## src/include/anps_consts.vh

```
// constants for the auto-negotiation partner status register bank
`ifndef ANPS_CONSTS_VH
`define ANPS_CONSTS_VH

////////////////////////////////////////////////////////////////////////
// register indices (byte address = index * 4)
`define ANPS_IDX_PARTNER   6'h05
`define ANPS_IDX_EXPANSION 6'h06
`define ANPS_IDX_IRQ_STAT  6'h08
`define ANPS_IDX_IRQ_MASK  6'h09

////////////////////////////////////////////////////////////////////////
// link_partner_ability field positions
`define LPA_NEXT_PAGE      15
`define LPA_ACK            14
`define LPA_REMOTE_FAULT   13
`define LPA_RSVD_HI        12
`define LPA_RSVD_LO        11
`define LPA_PAUSE          10
`define LPA_FOUR_PAIR_100  9
`define LPA_FAST_FULL      8
`define LPA_FAST_HALF      7
`define LPA_TEN_FULL       6
`define LPA_TEN_HALF       5
`define LPA_SEL_HI         4
`define LPA_SEL_LO         0

////////////////////////////////////////////////////////////////////////
// autoneg_expansion field positions
`define AXP_PARALLEL_FAULT 4
`define AXP_PARTNER_NP     3
`define AXP_LOCAL_NP       2
`define AXP_PAGE_RX        1
`define AXP_PARTNER_AN     0

////////////////////////////////////////////////////////////////////////
// interrupt status / mask bit positions
`define IRQ_PARALLEL_FAULT 0
`define IRQ_PAGE_RX        1
`define IRQ_WORD_RX        2
`define IRQ_WIDTH          3

////////////////////////////////////////////////////////////////////////
// widths and reset values
`define LH_WIDTH           2
`define REG_WIDTH          16
`define RST_PARTNER        16'h0000
`define RST_EXPANSION      16'h0000
`define RST_IRQ            3'h0
`define RST_LH             2'h0
`define LOCAL_NP_VALUE     1'h0
`define BUS_DATA_ZERO      32'h0000_0000

`endif

```

## src/logic/autoneg_partner_status.v

```verilog
// partner ability and expansion status registers on classic wishbone
//
// Decided for this implementation: the Wishbone slave port.
`include "anps_consts.vh"
`timescale 1ns/1ps
`default_nettype none

module autoneg_partner_status
(
   input  wire        clk_i,
   input  wire        rst_i,
   // wishbone slave
   input  wire        cyc_i,
   input  wire        stb_i,
   input  wire        we_i,
   input  wire [7:0]  adr_i,
   input  wire [31:0] dat_i,
   input  wire [3:0]  sel_i,
   output reg  [31:0] dat_o,
   output reg         ack_o,
   // auto-negotiation receiver side
   input  wire [15:0] code_word_i,
   input  wire        code_word_valid_i,
   input  wire        autoneg_restart_i,
   input  wire        parallel_fault_i,
   input  wire        new_page_i,
   // interrupt
   output wire        irq_o
);

   ////////////////////////////////////////////////////////////////////
   // declarations
   wire [5:0]             reg_index;
   wire                   bus_req;
   wire                   bus_take;
   wire                   bus_rd;
   wire                   bus_wr;
   wire                   hit_partner;
   wire                   hit_expansion;
   wire                   hit_irq_stat;
   wire                   hit_irq_mask;
   wire                   hit_any;
   wire [15:0]            held_word;
   wire                   word_seen;
   wire [`LH_WIDTH-1:0]   lh_set;
   wire [`LH_WIDTH-1:0]   lh_clr;
   wire [`LH_WIDTH-1:0]   lh_flag;
   wire [`IRQ_WIDTH-1:0]  irq_set;
   wire [`IRQ_WIDTH-1:0]  irq_clr;
   wire [`IRQ_WIDTH-1:0]  irq_stat;
   reg  [`IRQ_WIDTH-1:0]  irq_mask;
   reg  [`REG_WIDTH-1:0]  partner_view;
   reg  [`REG_WIDTH-1:0]  expansion_view;
   reg  [31:0]            next_dat;

   ////////////////////////////////////////////////////////////////////
   // bus decode: word index from byte address
   assign reg_index = adr_i[7:2];
   assign bus_req   = cyc_i & stb_i;

   // a request is served once, in the cycle before ack rises
   assign bus_take  = bus_req & ~ack_o;
   assign bus_rd    = bus_take & ~we_i;
   assign bus_wr    = bus_take & we_i;

   // register hits
   assign hit_partner   = (reg_index == `ANPS_IDX_PARTNER);
   assign hit_expansion = (reg_index == `ANPS_IDX_EXPANSION);
   assign hit_irq_stat  = (reg_index == `ANPS_IDX_IRQ_STAT);
   assign hit_irq_mask  = (reg_index == `ANPS_IDX_IRQ_MASK);
   assign hit_any       = hit_partner | hit_expansion
                        | hit_irq_stat | hit_irq_mask;

   ////////////////////////////////////////////////////////////////////
   // partner ability word, captured from received link code words
   code_word_capture u_capture
   (
      .clk_i        (clk_i),
      .rst_i        (rst_i),
      .restart_i    (autoneg_restart_i),
      .word_valid_i (code_word_valid_i),
      .word_i       (code_word_i),
      .ability_o    (held_word),
      .seen_o       (word_seen)
   );

   ////////////////////////////////////////////////////////////////////
   // partner ability read view; bus writes never reach it
   always @*
   begin
      partner_view = `RST_PARTNER;
      partner_view[`LPA_NEXT_PAGE]     = held_word[`LPA_NEXT_PAGE];
      partner_view[`LPA_ACK]           = held_word[`LPA_ACK];
      partner_view[`LPA_REMOTE_FAULT]  = held_word[`LPA_REMOTE_FAULT];
      partner_view[`LPA_PAUSE]         = held_word[`LPA_PAUSE];
      partner_view[`LPA_FOUR_PAIR_100] = held_word[`LPA_FOUR_PAIR_100];
      partner_view[`LPA_FAST_FULL]     = held_word[`LPA_FAST_FULL];
      partner_view[`LPA_FAST_HALF]     = held_word[`LPA_FAST_HALF];
      partner_view[`LPA_TEN_FULL]      = held_word[`LPA_TEN_FULL];
      partner_view[`LPA_TEN_HALF]      = held_word[`LPA_TEN_HALF];
      partner_view[`LPA_SEL_HI:`LPA_SEL_LO] =
         held_word[`LPA_SEL_HI:`LPA_SEL_LO];
      // reserved 12:11 stay zero
      partner_view[`LPA_RSVD_HI:`LPA_RSVD_LO] = 2'h0;
   end

   ////////////////////////////////////////////////////////////////////
   // latched-high expansion flags: bit 0 parallel fault, bit 1 page rx
   assign lh_set[0] = parallel_fault_i;
   assign lh_set[1] = new_page_i;

   // reading the expansion register clears both latched flags
   assign lh_clr    = {`LH_WIDTH{bus_rd & hit_expansion}};

   sticky_flags
   #(
      .WIDTH (`LH_WIDTH)
   )
   u_latch_high_sticky
   (
      .clk_i  (clk_i),
      .rst_i  (rst_i),
      .set_i  (lh_set),
      .clr_i  (lh_clr),
      .flag_o (lh_flag)
   );

   ////////////////////////////////////////////////////////////////////
   // expansion read view
   always @*
   begin
      expansion_view = `RST_EXPANSION;
      expansion_view[`AXP_PARALLEL_FAULT] = lh_flag[0];
      expansion_view[`AXP_PARTNER_NP]     = held_word[`LPA_NEXT_PAGE];
      expansion_view[`AXP_LOCAL_NP]       = `LOCAL_NP_VALUE;
      expansion_view[`AXP_PAGE_RX]        = lh_flag[1];
      expansion_view[`AXP_PARTNER_AN]     = word_seen;
      // 15:5 reserved, read as zero
   end

   ////////////////////////////////////////////////////////////////////
   // interrupt status: events set, write one to clear
   assign irq_set[`IRQ_PARALLEL_FAULT] = parallel_fault_i;
   assign irq_set[`IRQ_PAGE_RX]        = new_page_i;
   assign irq_set[`IRQ_WORD_RX]        = code_word_valid_i;

   // clear only via byte lane 0 of a status write
   assign irq_clr = (bus_wr & hit_irq_stat & sel_i[0])
                  ? dat_i[`IRQ_WIDTH-1:0]
                  : `RST_IRQ;

   sticky_flags
   #(
      .WIDTH (`IRQ_WIDTH)
   )
   u_irq_status
   (
      .clk_i  (clk_i),
      .rst_i  (rst_i),
      .set_i  (irq_set),
      .clr_i  (irq_clr),
      .flag_o (irq_stat)
   );

   ////////////////////////////////////////////////////////////////////
   // interrupt mask register, same layout as status
   always @(posedge clk_i)
   begin
      if (rst_i)
         irq_mask <= `RST_IRQ;
      else if (bus_wr & hit_irq_mask & sel_i[0])
         irq_mask <= dat_i[`IRQ_WIDTH-1:0];
   end

   // level interrupt while any enabled status bit is set
   assign irq_o = |(irq_stat & irq_mask);

   ////////////////////////////////////////////////////////////////////
   // read data select; unmapped and write cycles return zero
   always @*
   begin
      next_dat = `BUS_DATA_ZERO;
      if (bus_rd)
      begin
         case (1'b1)
            hit_partner:
               next_dat[`REG_WIDTH-1:0] = partner_view;
            hit_expansion:
               next_dat[`REG_WIDTH-1:0] = expansion_view;
            hit_irq_stat:
               next_dat[`IRQ_WIDTH-1:0] = irq_stat;
            hit_irq_mask:
               next_dat[`IRQ_WIDTH-1:0] = irq_mask;
            default:
               next_dat = `BUS_DATA_ZERO;
         endcase
      end
   end

   ////////////////////////////////////////////////////////////////////
   // ack one cycle after the request, dropped the cycle after
   always @(posedge clk_i)
   begin
      if (rst_i)
      begin
         ack_o <= 1'b0;
         dat_o <= `BUS_DATA_ZERO;
      end
      else
      begin
         ack_o <= bus_take;
         dat_o <= next_dat;
      end
   end

   // writes to the two status registers fall through here untouched
   // so the captured partner fields cannot be disturbed by software

endmodule

`default_nettype wire

```

## src/logic/code_word_capture.v

```verilog
// holder for the partner's last base link code word
`include "anps_consts.vh"
`timescale 1ns/1ps
`default_nettype none

module code_word_capture
(
   input  wire        clk_i,
   input  wire        rst_i,
   input  wire        restart_i,
   input  wire        word_valid_i,
   input  wire [15:0] word_i,
   output reg  [15:0] ability_o,
   output reg         seen_o
);

   ////////////////////////////////////////////////////////////////////
   // a received word or a restart changes the held fields; a word wins
   always @(posedge clk_i)
   begin
      if (rst_i)
      begin
         ability_o <= `RST_PARTNER;
         seen_o    <= 1'b0;
      end
      else if (word_valid_i)
      begin
         ability_o <= word_i;
         seen_o    <= 1'b1;
      end
      else if (restart_i)
      begin
         ability_o <= `RST_PARTNER;
         seen_o    <= 1'b0;
      end
   end

endmodule

`default_nettype wire

```

## src/logic/sticky_flags.v

```verilog
// row of sticky flags: set wins over clear
`timescale 1ns/1ps
`default_nettype none

module sticky_flags
#(
   parameter WIDTH = 2
)
(
   input  wire             clk_i,
   input  wire             rst_i,
   input  wire [WIDTH-1:0] set_i,
   input  wire [WIDTH-1:0] clr_i,
   output wire [WIDTH-1:0] flag_o
);

   reg [WIDTH-1:0] flag;

   genvar g;
   ////////////////////////////////////////////////////////////////////
   // one flop per flag; an event in the clear cycle is kept
   generate
      for (g = 0; g < WIDTH; g = g + 1)
      begin : bit_g
         always @(posedge clk_i)
         begin
            if (rst_i)
               flag[g] <= 1'b0;
            else if (set_i[g])
               flag[g] <= 1'b1;
            else if (clr_i[g])
               flag[g] <= 1'b0;
         end
      end
   endgenerate

   assign flag_o = flag;

endmodule

`default_nettype wire
```

## config.mk

```make
export PLATFORM = sky130hd
export DESIGN_NAME = autoneg_partner_status
export DESIGN_NICKNAME = d
export VERILOG_FILES = /design/src/logic/autoneg_partner_status.v /design/src/logic/code_word_capture.v /design/src/logic/sticky_flags.v
export VERILOG_INCLUDE_DIRS = /design/src /design/src/include
export SDC_FILE = /design/constraint.sdc
export NUM_CORES = 1
export LEC_CHECK = 0
export BUFFER_PORTS_ARGS = -buffer_cell sky130_fd_sc_hd__buf_2
export CORE_MARGIN = 2
export CORE_UTILIZATION = 30
export DETAILED_ROUTE_END_ITERATION = 8
export REMOVE_ABC_BUFFERS = 1
export SLEW_MARGIN = 10
export SYNTH_ARGS = -nofsm -noshare
export SYNTH_HDL_FRONTEND = slang
export SYNTH_HIERARCHICAL = 1
export SYNTH_SLANG_ARGS = --single-unit
```

## constraint.sdc

```tcl
create_clock -name clk_i -period 1.8 [get_ports clk_i]
set_input_delay 0.09 -clock clk_i [delete_from_list [all_inputs] [get_ports clk_i]]
set_output_delay 0.09 -clock clk_i [all_outputs]
set_load 0.03 [all_outputs]
```

==> flow_summary.json <==
{
  "grt_pass1_wl_mm": 5.38,
  "setup_viol": 0,
  "dieArea_mm2": 0.00639,
  "rrSetupSlack_ns": 0.25,
  "crit_fanout": 9,
  "avgRoutedWirePerCell_um": 11.1,
  "postRouteAntennaNets": 0,
  "start_util_pct": 31.2,
  "path_clk_slew_ns": 0.07,
  "io_buffers": 48,
  "r2r_start": "ack_o",
  "cap_violations": 0,
  "dp_hpwl_mm": 2.45,
  "fin_crit_ns": 1.55,
  "cp.required_ns": 2.04,
  "synthCells": 181,
  "drc": 0,
  "synth_area_mm2": 0.00173,
  "grt.total_usage_pct": 10.8,
  "critPathKind": "reg -> reg",
  "viasPerCell": 4.18,
  "crit_end": "dat_o[8]",
  "antenna_found_initial": 0,
  "fin_cells": 302,
  "clock.fmax_mhz": 646,
  "whs_path_depth": 3,
  "htree_levels": 2,
  "drt_iter0_drc": 57,
  "cp_slowest_cell": "or3_1",
  "cts_tree": "yes",
  "die_height_um": 79.9,
  "post-cts-setup-buffers": 0,
  "mostFrequentLayoutCells": "buf_2, dfxtp_1, inv_1",
  "rr_worst_depth": 5,
  "area_delta_synth_final_pct": 18.8,
  "pre_cts_ws_ns": 0.155,
  "placedCellCount": 294,
  "cts_buffer_depth": 2,
  "max_stage_delay_ns": 0.46,
  "fin_skew_ns": 0.00618,
  "fin_ws_ns": 0.252,
  "mostFrequentLayoutCell": "buf_2",
  "ios": 103,
  "cp-startpoint": "ack_o",
  "setup_tns_ns": 0,
  "fin_util_pct": 37.1,
  "firstDrtPassIters": 5,
  "clock_latency_ns": 0.29,
  "peakVddDrop_mv": 0.324,
  "die_w_um": 79.9,
  "hp-class": "in -> reg",
  "cts_buffers": 5,
  "hold_viol": 0,
  "cp_cell_sequence": "nand3b_2 > or3_1 > nor3_2 > buf_4 > and2_1",
  "status": "finished clean",
  "cp-start-kind": "flop",
  "layout-drive-gt1-share_pct": 32.2,
  "coreArea_mm2": 0.00554,
  "power.density_mw_per_mm2": 861,
  "cts_root_buffer": "clkbuf_8",
  "cts_hold_buf": 0,
  "vias": 1263,
  "grt_start_max_net_pins": 31,
  "arrival_ns": 1.78,
  "diodes": 0,
  "postSynthAreaPerCell_um2": 9.55,
  "end_kind": "flop",
  "period_share_pct": 86.0,
  "relSlewSlack_pct": 56.2,
  "p_leak_nw": 0.902,
  "clkSinkCount": 38,
  "r2r_end": "dat_o[8]",
  "gp_congestion": 0.737,
  "grt_remaining_overflow": 0,
  "rows": 27,
  "nets": 298,
  "final_max_slew_viol_count": 0,
  "whs_ns": 0.0498,
  "yosys_warnings": 6,
  "grt_pass1_vias": 1190,
  "routed_wl_mm": 3.34,
  "rsz0062_at_grt": "false",
  "post_cts_resized": 0,
  "worst_pin_slew_ns": 0.657
}
==> worst min-delay path by stage <==
stage                     startpoint                             to  slack, ns
finish                    new_page_i  u_latch_high_sticky/flag_o[1]       0.05
global route        parallel_fault_i  u_latch_high_sticky/flag_o[0]       0.04
CTS                       new_page_i         u_irq_status/flag_o[1]       0.04
detailed placement        new_page_i         u_irq_status/flag_o[1]       0.35
global placement            dat_i[2]                    irq_mask[2]       0.34
floorplan                      rst_i        u_capture/ability_o[13]       0.16
==> registers in the layout, indices dropped and copies added, names as in the netlist <==
signal / flops
u_latch_high_sticky/flag_o: 2
u_capture/seen_o: 1
u_irq_status/flag_o: 3
u_capture/ability_o: 14
irq_mask: 3
ack_o: 1
dat_o: 14
==> routing by layer <==
layer / track usage (%) / part of all wire [%] / up-vias
met4: 4.07 / 1.6 / 0
met2: 17.5 / 47 / 33
met3: 4.19 / 6.3 / 7
li1: - / - / 660
met1: 12.9 / 45 / 563
met5: 0 / 0 / -
==> stage by stage <==
stage	instance area (µm²)	power, W
after floorplan	1600	0.00101
after global placement	1950	0.00109
after detailed placement	1950	0.00109
after CTS	2050	0.00179
after global routing	2050	0.00186
final	2050	0.00177
==> critical path: cells and delay by family (launching register included) <==
kind / cells / cell delay, ns
simple gates: 4 / 1.00
buf+inv: 1 / 0.18
flops: 1 / 0.31
==> layout make-up <==
class                           instances  area [µm²]
Clock buffer                            7        76.3
Clock inverter                          1        30.0
Fill cell                             582        3490
Inverter                               20        75.1
Multi-Input combinational cell        113         759
Sequential cell                        38         761
Tap cell                               72        90.1
Timing Repair Buffer                   51         263
==> power by group <==
part	internal [W]	switching, W
logic	0.0000619	0.000127
registers	0.000867	0.0000131
clock network	0.000415	0.000285
Note: power is estimated with default switching activity, not from simulation.
